**src/rtl/aps_pkg.sv**
```systemverilog
`default_nettype none
package aps_pkg;
	// clock and timing
	localparam int APS_CLK_PERIOD_NS = 4;
	localparam int APS_POR_TIME_US = 100;
	localparam int APS_POR_CYCLES = (APS_POR_TIME_US * 1000 + APS_CLK_PERIOD_NS - 1) / APS_CLK_PERIOD_NS;
	localparam int APS_FAST_PU_TIME_US = 5;
	localparam int APS_FAST_PU_CYCLES = (APS_FAST_PU_TIME_US * 1000 + APS_CLK_PERIOD_NS - 1) / APS_CLK_PERIOD_NS;
	localparam int APS_FULL_PU_TIME_US = 300;
	localparam int APS_FULL_PU_CYCLES = (APS_FULL_PU_TIME_US * 1000 + APS_CLK_PERIOD_NS - 1) / APS_CLK_PERIOD_NS;
	localparam int APS_EXT_PU_TIME_MS = 20;
	localparam int APS_EXT_PU_CYCLES = (APS_EXT_PU_TIME_MS * 1000000 + APS_CLK_PERIOD_NS - 1) / APS_CLK_PERIOD_NS;
	localparam int APS_INT_CONV_TIME_NS = 7500;
	localparam int APS_INT_CONV_CYCLES = APS_INT_CONV_TIME_NS / APS_CLK_PERIOD_NS;
	localparam int APS_CNT_W = 24;
	localparam int APS_EXT_CONV_BITS = 12;
	localparam int APS_B5_SHIFTS = 7;
	// register map, byte addresses
	localparam logic [3:0] APS_REG_STATUS = 4'h0;
	localparam logic [3:0] APS_REG_SAMPLE = 4'h4;
	localparam logic [3:0] APS_REG_CTRL = 4'h8;
	localparam logic [11:0] APS_SAMPLE_RST = 12'h000;
	// control byte fields
	localparam int APS_PD_HI_POS = 1;
	localparam int APS_PD_LO_POS = 0;
	localparam int APS_CTRL_BITS = 8;
	// power states
	typedef enum logic [1:0] {
		APS_PW_ON,
		APS_PW_FAST,
		APS_PW_FULL
	} aps_pwr_t;
	// conversion states
	typedef enum logic [1:0] {
		APS_CV_IDLE,
		APS_CV_EXT,
		APS_CV_INT
	} aps_conv_t;
	// serial pins as sampled
	typedef struct packed {
		logic cs_n;
		logic sclk;
		logic din;
		logic shutdown_pin_n;
		logic shutdown_float;
	} aps_pins_t;
	// status register layout
	typedef struct packed {
		logic [22:0] zero;
		logic first_conv_done;
		logic shutdown_active;
		logic comp_internal;
		logic converting;
		logic ext_clock_mode;
		aps_pwr_t pwr;
		logic por_done;
		logic ready;
	} aps_status_t;
endpackage : aps_pkg
`default_nettype wire

```
**src/rtl/aps_adc_power_mode_sequencer.sv**
```systemverilog
// Decided for this implementation: the Avalon-MM interface to the registers and the placing of the registers.
`default_nettype none
//Contract
// - after reset, powered in internal clock mode with strobe high
// - internal reset lasts 100 us; host must not convert meanwhile
// - with chip select low, first one on data input is a start bit
// - data output shifts zeros until the first conversion has happened
// - floating shutdown pin selects external compensation, clock up to 2 MHz
// - shutdown pin high selects internal compensation, clock at most 400 kHz converting
// - shutdown pin low forces full power-down over the mode bits
// - mode bits: 00 full, 01 fast power-down, 10 internal, 11 external clock
// - in software power-down serial interface works, no conversion runs
// - power-down request finishes current conversion in old clock mode first
// - internal mode result can be shifted out after entering power-down
// - start bit wakes from power-down; following byte sets new modes
// - upper mode bit one stays powered, zero powers down after one conversion
// - shutdown pin low aborts conversion at once into full power-down
// - mode bits are bits 1 and 0 of the control byte
// - conversion begins on sclk falling edge after the eighth control bit
module aps_adc_power_mode_sequencer import aps_pkg::*; #(
	parameter int unsigned POR_CYCLES = APS_POR_CYCLES,
	parameter int unsigned FULL_PU_CYCLES = APS_FULL_PU_CYCLES,
	parameter int unsigned EXT_PU_CYCLES = APS_EXT_PU_CYCLES
) (
	// clock and reset
	input wire logic clk,
	input wire logic rst,
	// serial pins from the host
	input wire logic cs_n,
	input wire logic sclk,
	input wire logic din,
	output logic dout,
	output logic dout_oe_n,
	output logic conversion_strobe,
	output logic conversion_strobe_oe_n,
	// shutdown pin, level and float detector
	input wire logic shutdown_pin_n,
	input wire logic shutdown_float,
	// power status
	output logic ready,
	output logic full_power_down,
	output logic fast_power_down,
	// avalon-mm register slave
	input wire logic [3:0] avs_address,
	input wire logic avs_read,
	input wire logic avs_write,
	input wire logic [31:0] avs_writedata,
	input wire logic [3:0] avs_byteenable,
	output logic [31:0] avs_readdata,
	output logic avs_waitrequest
);

	// whole module state
	typedef struct packed {
		aps_pins_t pin_m;
		aps_pins_t pin_s;
		logic sclk_d;
		logic shutdown_pin_n_d;
		logic [APS_CNT_W-1:0] por_cnt;
		logic por_done;
		logic [APS_CNT_W-1:0] pu_cnt;
		logic [APS_CNT_W-1:0] conv_cnt;
		aps_pwr_t pwr;
		aps_conv_t conv;
		logic ext_clk;
		logic pd_req;
		aps_pwr_t pd_target;
		logic rx_active;
		logic [3:0] rx_cnt;
		logic [7:0] rx_byte;
		logic pending;
		logic [7:0] last_ctrl;
		logic [3:0] bits_sent;
		logic [15:0] shreg;
		logic first_conv;
		logic strobe_low;
		logic strobe_oe_n;
		logic dout_oe_n;
		logic [11:0] sample;
		logic ack;
		logic [31:0] rdata;
	} aps_state_t;

	aps_state_t s;
	aps_state_t next_s;
	logic rise;
	logic fall;
	logic cs_lo;
	logic shutdown_pin_n_active;
	logic comp_int;
	logic start_ok;
	logic conv_done;
	logic pd_hi;
	logic pd_lo;
	logic req;
	aps_status_t status;

	// power-up delay from compensation and the state being left
	function automatic logic [APS_CNT_W-1:0] pu_load(input logic internal, input logic from_fast);
		logic [APS_CNT_W-1:0] v;
		v = APS_CNT_W'(EXT_PU_CYCLES);
		if (internal && from_fast) begin
			v = APS_CNT_W'(APS_FAST_PU_CYCLES);
		end else if (internal) begin
			v = APS_CNT_W'(FULL_PU_CYCLES);
		end
		return v;
	endfunction : pu_load

	// pin decode from synchronised samples
	assign rise = s.pin_s.sclk & ~s.sclk_d;
	assign fall = ~s.pin_s.sclk & s.sclk_d;
	assign cs_lo = ~s.pin_s.cs_n;
	assign shutdown_pin_n_active = ~s.pin_s.shutdown_float & ~s.pin_s.shutdown_pin_n;
	assign comp_int = ~s.pin_s.shutdown_float & s.pin_s.shutdown_pin_n;
	assign start_ok = (s.conv == APS_CV_IDLE) || (s.conv == APS_CV_EXT && s.bits_sent >= 4'(APS_B5_SHIFTS));
	assign pd_hi = s.rx_byte[APS_PD_HI_POS];
	assign pd_lo = s.rx_byte[APS_PD_LO_POS];
	assign req = avs_read | avs_write;

	// status word
	always_comb begin
		status = '0;
		status.ready = s.por_done && s.pu_cnt == '0 && s.pwr == APS_PW_ON;
		status.por_done = s.por_done;
		status.pwr = s.pwr;
		status.ext_clock_mode = s.ext_clk;
		status.converting = s.conv != APS_CV_IDLE;
		status.comp_internal = comp_int;
		status.shutdown_active = shutdown_pin_n_active;
		status.first_conv_done = s.first_conv;
	end

	// next-state logic
	always_comb begin
		next_s = s;
		conv_done = 1'b0;
		// two-stage pin synchronisers
		next_s.pin_m = '{cs_n: cs_n, sclk: sclk, din: din, shutdown_pin_n: shutdown_pin_n,
			shutdown_float: shutdown_float};
		next_s.pin_s = s.pin_m;
		next_s.sclk_d = s.pin_s.sclk;
		next_s.shutdown_pin_n_d = shutdown_pin_n_active;
		// power-on reset interval
		if (!s.por_done) begin
			next_s.por_cnt = s.por_cnt + 1'b1;
			if (s.por_cnt == APS_CNT_W'(POR_CYCLES - 1)) begin
				next_s.por_done = 1'b1;
			end
		end
		// power-up delay after a wake
		if (s.pu_cnt != '0) begin
			next_s.pu_cnt = s.pu_cnt - 1'b1;
		end
		// serial receive of the control byte
		if (!cs_lo || !s.por_done || shutdown_pin_n_active) begin
			next_s.rx_active = 1'b0;
			next_s.rx_cnt = '0;
			if (!cs_lo) begin
				next_s.pending = 1'b0;
			end
		end else if (rise) begin
			if (!s.rx_active) begin
				if (s.pin_s.din && start_ok && !s.pending) begin
					next_s.rx_active = 1'b1;
					next_s.rx_cnt = 4'h1;
					next_s.rx_byte = 8'h01;
					if (s.pwr != APS_PW_ON) begin
						next_s.pwr = APS_PW_ON;
						next_s.pu_cnt = pu_load(comp_int, s.pwr == APS_PW_FAST);
					end
				end
			end else begin
				next_s.rx_byte = {s.rx_byte[6:0], s.pin_s.din};
				next_s.rx_cnt = s.rx_cnt + 1'b1;
				if (s.rx_cnt == 4'(APS_CTRL_BITS - 1)) begin
					next_s.rx_active = 1'b0;
					next_s.pending = 1'b1;
				end
			end
		end
		// falling edge: start a conversion or shift data out
		if (fall && cs_lo && s.pending && !shutdown_pin_n_active) begin
			next_s.pending = 1'b0;
			next_s.last_ctrl = s.rx_byte;
			next_s.first_conv = 1'b1;
			next_s.pd_req = ~pd_hi;
			next_s.pd_target = pd_lo ? APS_PW_FAST : APS_PW_FULL;
			if (pd_hi) begin
				next_s.ext_clk = pd_lo;
			end
			// a power-down request keeps the previous clock mode
			if (pd_hi ? pd_lo : s.ext_clk) begin
				next_s.conv = APS_CV_EXT;
				next_s.bits_sent = '0;
				next_s.strobe_low = 1'b0;
				next_s.shreg = {1'b0, s.sample, 3'b000};
			end else begin
				next_s.conv = APS_CV_INT;
				next_s.conv_cnt = APS_CNT_W'(APS_INT_CONV_CYCLES);
				next_s.strobe_low = 1'b1;
			end
		end else if (fall && cs_lo) begin
			next_s.shreg = {s.shreg[14:0], 1'b0};
			if (s.ext_clk) begin
				next_s.strobe_low = 1'b1;
			end
			if (s.conv == APS_CV_EXT) begin
				next_s.bits_sent = s.bits_sent + 1'b1;
				if (s.bits_sent == 4'(APS_EXT_CONV_BITS - 1)) begin
					conv_done = 1'b1;
				end
			end
		end
		// internal conversion clock
		if (s.conv == APS_CV_INT) begin
			next_s.conv_cnt = s.conv_cnt - 1'b1;
			if (s.conv_cnt == APS_CNT_W'(1)) begin
				conv_done = 1'b1;
				next_s.strobe_low = 1'b0;
				next_s.shreg = {1'b0, s.sample, 3'b000};
			end
		end
		// conversion finished: apply a pending power-down
		if (conv_done) begin
			next_s.conv = APS_CV_IDLE;
			if (s.pd_req) begin
				next_s.pwr = s.pd_target;
				next_s.pd_req = 1'b0;
			end
		end
		// hardware shutdown overrides conversion, power state, pending byte and strobe
		if (shutdown_pin_n_active) begin
			next_s.conv = APS_CV_IDLE;
			next_s.pwr = APS_PW_FULL;
			next_s.pd_req = 1'b0;
			next_s.pending = 1'b0;
			next_s.strobe_low = s.ext_clk;
		end else if (s.shutdown_pin_n_d) begin
			next_s.pwr = APS_PW_ON;
			next_s.pu_cnt = pu_load(comp_int, 1'b0);
		end
		// pin enables, low while driving
		next_s.dout_oe_n = s.pin_s.cs_n;
		next_s.strobe_oe_n = s.ext_clk & s.pin_s.cs_n;
		// register slave: data at first edge, commit at second
		next_s.ack = req & ~s.ack;
		if (avs_read && !s.ack) begin
			if (avs_address == APS_REG_STATUS) begin
				next_s.rdata = status;
			end else if (avs_address == APS_REG_SAMPLE) begin
				next_s.rdata = {20'h0_0000, s.sample};
			end else if (avs_address == APS_REG_CTRL) begin
				next_s.rdata = {24'h00_0000, s.last_ctrl};
			end else begin
				next_s.rdata = 32'h0000_0000;
			end
		end
		if (avs_write && s.ack && avs_address == APS_REG_SAMPLE) begin
			if (avs_byteenable[0]) begin
				next_s.sample[7:0] = avs_writedata[7:0];
			end
			if (avs_byteenable[1]) begin
				next_s.sample[11:8] = avs_writedata[11:8];
			end
		end
	end

	// state register
	always_ff @(posedge clk) begin
		if (rst) begin
			next_s_dummy_guard: begin
				s <= '0;
				s.strobe_oe_n <= 1'b0;
				s.dout_oe_n <= 1'b1;
				s.pin_m.cs_n <= 1'b1;
				s.pin_s.cs_n <= 1'b1;
				s.pin_m.shutdown_pin_n <= 1'b1; // idle level, no false shutdown after reset
				s.pin_s.shutdown_pin_n <= 1'b1;
				s.sample <= APS_SAMPLE_RST;
			end
		end else begin
			s <= next_s;
		end
	end

	// outputs
	assign dout = s.shreg[15];
	assign dout_oe_n = s.dout_oe_n;
	assign conversion_strobe = ~s.strobe_low;
	assign conversion_strobe_oe_n = s.strobe_oe_n;
	assign ready = status.ready;
	assign full_power_down = s.pwr == APS_PW_FULL;
	assign fast_power_down = s.pwr == APS_PW_FAST;
	assign avs_readdata = s.rdata;
	assign avs_waitrequest = req & ~s.ack;

endmodule : aps_adc_power_mode_sequencer
`default_nettype wire

```
**config.mk**
```make
export PLATFORM = sky130hd
export DESIGN_NAME = aps_adc_power_mode_sequencer
export DESIGN_NICKNAME = d
export VERILOG_FILES = /design/src/rtl/aps_pkg.sv /design/src/rtl/aps_adc_power_mode_sequencer.sv
export SDC_FILE = /design/constraint.sdc
export NUM_CORES = 1
export LEC_CHECK = 0
export CAP_MARGIN = 0
export CORE_ASPECT_RATIO = 0.8
export CORE_UTILIZATION = 68
export DETAILED_ROUTE_END_ITERATION = 12
export DONT_BUFFER_PORTS = 1
export PLACE_DENSITY_LB_ADDON = 0.3
export SETUP_SLACK_MARGIN = 0.15
export SLEW_MARGIN = 20
export SYNTH_ARGS = -nofsm -noshare
export SYNTH_HDL_FRONTEND = slang
export SYNTH_SLANG_ARGS = --single-unit
export TNS_END_PERCENT = 50
```
**constraint.sdc**
```tcl
create_clock -name clk -period 6.1 [get_ports clk]
set_input_delay 0.915 -clock clk [delete_from_list [all_inputs] [get_ports clk]]
set_output_delay 0.915 -clock clk [all_outputs]
set_load 0.05 [all_outputs]
```
Word level (Yosys, flattened, before mapping) --
Index checks and enable logic that the tools add are counted.
Operators by class: add/subtract/negate cells 5, order comparisons 1, eq/ne operators 13, multiplexer cells 60, bitwise operators 16, reductions and logical operators 45
Operator list (number):
- $mux W24 | 11
- $mux W20 | 3
- $sub A24 B1 Y24 const B | 2
- $mux W23 | 2
- $mux W16 | 2
- $mux W13 | 2
- $add A24 B1 Y24 const B | 1
- $eq A24 B1 Y1 const B | 1
- $eq A24 B15 Y1 const B | 1
- $logic_not A24 Y1 | 1
- $mux W1 | 24
- $mux W12 | 2
- $reduce_bool A24 Y1 | 1
- $mux W2 | 10
- $reduce_bool A2 Y1 | 9
- $logic_and A1 B1 Y1 | 12
- $not A1 Y1 | 9
- $reduce_or A3 Y1 | 3
- $add A4 B1 Y4 const B | 2
- $eq A4 B3 Y1 const B | 2
- $eq A4 B4 Y1 const B | 2
- $mux W4 | 2
- $mux W8 | 1
- $reduce_and A2 Y1 | 4
- 15 further kinds | 31
Word-level totals: register bits 184, bits of input ports 49, output and inout port bits 40, word-level logic and storage cells 177

Depth between registers and ports, before layout --
depth in word-level cells 13, depth in mapped cells 8, depth with buffers taken out 7

Worst setup path after synthesis --
No wires, ideal clock.
path type register to output, start reg s[130] in the netlist's numbering, end out ready, arrival 2.345 ns, required time 5.185 ns, slack 2.840 ns, stages on the path, launching flop included 5, buffers on the path 0, cells stage by stage dfxtp_1 -> or4_1 -> nor2_1 -> nand2_1 -> nor3_1
On the way: word-level cells in the longest chain between the ends 3
Ends and longest elaborated chain:
- from (decl) | line aps_adc_power_mode_sequencer.sv:84 | aps_state_t s;
- from (signal assigned) | line aps_adc_power_mode_sequencer.sv:283 | s <= next_s;
- $logic_not A24 Y1 | line aps_adc_power_mode_sequencer.sv:124 | status.ready = s.por_done && s.pu_cnt == '0 && s.pwr == APS_PW_ON;
- $logic_and A1 B1 Y1 (2 in series) | line aps_adc_power_mode_sequencer.sv:124
- to (decl) | line aps_adc_power_mode_sequencer.sv:40 | output logic ready,
Every way passes these cells.

Worst setup path in the final report --
start reg s[129] in the netlist's numbering, end out ready
Same word-level chain as after synthesis.

==> metrics.md <==
| Metric | Value |
|---|---|
| ANT cells | `0` |
| Via density | `6.53` |
| Slew HR | `0.244` |
| H-tree levels | `4` |
| Max Clock Skew | `roughly 0.011 ns` |
| Final hold slack | `0.411 ns` |
| Status | `finished clean` |
| Initial antenna violation count | `0` |
| Flip-flop and latch count after synthesis | `approximately 160` |
| Top_reg_cell synth | `dfxtp_1` |
| CTS resizes | `0` |
| Worst EP arrival | `2.57 ns` |
| Required time of the critical path | `~5.2 ns` |
| Height of the die | `96.9 um` |
| Drt wl/cell | `roughly 18 um` |
| Row cnt | `34` |
| Die width | `121 um` |
| Final Cycle Share | `0.572` |
| Yosys Warn Count | `0` |
| R2r setup slk | `3.32 ns` |
| Async SR Flop Fraction | `0` |
| VDD IR-drop max | `0.206 mV` |
| Fill cells | `between 700 and 800` |
| Final hold vios | `0` |
| Die Footprint | `11700 um2` |
| Hold Path Depth | `1` |
| GRT Overall Usage | `0.313` |
| Cts bufs inserted | `17` |
| Final ANT Viol Nets | `0` |
| Adder-Cell Fraction of Synth Area | `0.0114` |
| Cell Pwr Density | `374 nW/um2` |
| Period minus WS final | `3.49 ns` |
| Worst-Margin Slew | `~1.1 ns` |
| Core area | `10900 um2` |
| Final Routed Wirelength | `17800 um` |
| Crit path kind | `reg -> out` |
| Simple-Gate Fraction of Synth Area | `0.264` |
| Cts hold-fix bufs | `0` |
| Clock tree buffer depth | `2` |
| Setup repair bufs after CTS | `0` |
| Main combinational cell family by area after synthesis | `simple AND/OR/NAND/NOR gates` |
| Post-synthesis sequential area ratio | `0.426` |
| Via count | `6593` |
| DRT iter0 DRCs | `648` |
| Dpl hpwl | `around 12000 um` |
| Critical path fanouts, max | `6` |
| Hold Path Class | `reg -> reg` |
| PortBufs | `0` |
| Initial core utilization | `0.703` |
| R2r worst-path depth | `5` |
| Global route overflow | `0` |
| CP startpoint kind | `flip-flop` |
| CTS Sinks | `163` |
| # Max-Cap Violations | `0` |
| Final TNS setup | `0 ns` |
| First-pass GRT wire length | `29600 um` |
| Count of pins over their slew limit | `0` |
| RSZ-0062 raised after global routing | `false` |
| DRC | `0` |
| Largest net degree at the start of global routing | `about 140` |
| Mux contribution to synthesized area | `0.0386` |
| EDFF count, synth | `0` |
| Vias in the first global route | `6156` |
| CTS clk-pin slew, worst paths | `about 0.07 ns` |
| Final Total Pwr | `3.04 mW` |
| GP Congestion | `0.856` |
| Avg Inst Size Synth | `8.59 um2` |
| Clock Tree Root | `clkbuf_16` |
| Ports | `89` |
| Post-synthesis instance total | `slightly below 900` |
| Cell area after synthesis | `7650 um2` |
| CTS tree | `done` |
| Fmax | `roughly 290 MHz` |
| Synth-to-layout area growth | `6.10%` |
| Worst-Skew Late Latency | `0.42 ns` |
| Worst setup EP type | `output port` |
| Nets | `909` |
| Finish-stage setup viols | `0` |
| Drt first pass iters | `8` |
| Post-Synth XOR/XNOR Area | `0.0435` |
| Synth cell types | `68` |
| P_leak | `2.87 nW` |
| Layout cell share with drive strength beyond 1 | `0.0716` |
| Complex-gate fraction of the synthesized area | `0.153` |
power by group:
group	switching (mW)	internal, mW	total (mW)
Sequential	0.101	1.15	1.25
Combinational	0.411	0.254	0.666
Clock	0.466	0.657	1.12
cells in the mapped netlist, types with 4 or more instances:
cell type    n  area, um2
nand3_1     27        135
clkbuf_1    35        131
xor2_1      13        114
nand2b_1     8       50.1
or3_1       17        106
o31ai_1      5       37.5
or4_1       13       97.6
inv_1       16       60.1
nor4_1      19        119
nand4b_1     8       70.1
o21ai_0     24        120
o311ai_0     7       61.3
o21a_1       4       30.0
buf_1        5       18.8
nand4_1     14       87.6
nand2_1     69        259
a21oi_1     47        235
mux2_2       4       45.0
buf_4       34        255
o2bb2ai_1   13        114
a22oi_1     23        173
or2_2       11       68.8
a211oi_1     4       30.0
xnor2_1     25        219
nor4b_1      4       35.0
mux2i_1     25        250
a221oi_1     5       43.8
ha_1         7       87.6
nor3b_1      6       45.0
dfxtp_1    163       3260
nor3_1      41        205
and4_1       4       35.0
nor2_1     111        417
nor2b_1     18        113
a31oi_1      8       50.1
logic make-up (layout without fill, tap and decap cells):
kind of cell             after synthesis  after routing
AND/OR/NAND/NOR                      390            390
flip-flops                           163            163
AO/OA/AOI/OAI                        171            171
adder cells (fa/ha/maj)                7              7
XOR/XNOR                              38             38
buffers and inverters                 92             48
multiplexers                          29             29
other                                  1             20
final timing paths:
path                from    endpoint
max               s[129]       ready
min reg2reg  next_s[178]  next_s[45]
max reg2reg       s[109]       s[61]
min          next_s[178]  next_s[45]
layer usage:
layer,up-vias,global-route usage,part of all wire
met2,311,0.525,0.49
met5,-,0,0
met1,3135,0.395,0.42
met3,45,0.0637,0.067
met4,0,0.122,0.025
li1,3102,-,-
worst max-delay path: stages, from the launching register on:
cell	delay, ns
dfxtp_1	0.36
or4_1	0.63
nor2_1	0.36
nand2_1	0.11
nor3_2	0.70
state kept, by name, indices dropped and copies added (netlist names):
signal / cells
s: 139
avs_readdata: 12
next_s: 7
conversion_strobe_oe_n: 1
dout: 1
dout_oe_n: 1
pd_hi: 1
pd_lo: 1
cell type report:
class / count / area, um2 / share of cell area
Clock buffer: 17 / 425 / 0.0524
Sequential cell: 163 / 3260 / 0.402
Inverter: 16 / 60.1 / 0.00740
Clock inverter: 15 / 191 / 0.0236
Tap cell: 144 / 180 / 0.0222
Multi-Input combinational cell: 655 / 4000 / 0.492
layout by cell type (no fill, tap or decap), drive strengths merged, types with 23 or more instances in the layout:
cell type,n
nand3,27
mux2i,25
a21oi,48
nand2,69
dfxtp,163
a22oi,23
inv,25
nor3,41
xnor2,25
o21ai,24
nor2,111
per-stage QoR:
step | setup WS, ns | util | area [um2] | cells
floorplan | 2.84 | - | 7720 | 910
global placement | 3.11 | 0.688 | 7490 | 978
detailed placement | 3.01 | 0.688 | 7490 | 978
CTS | 2.62 | 0.745 | 8110 | 1010
global route | 2.51 | 0.745 | 8120 | 1010
finish | 2.61 | 0.745 | 8120 | 1010
No activity file was read; power rests on OpenSTA's default activity.
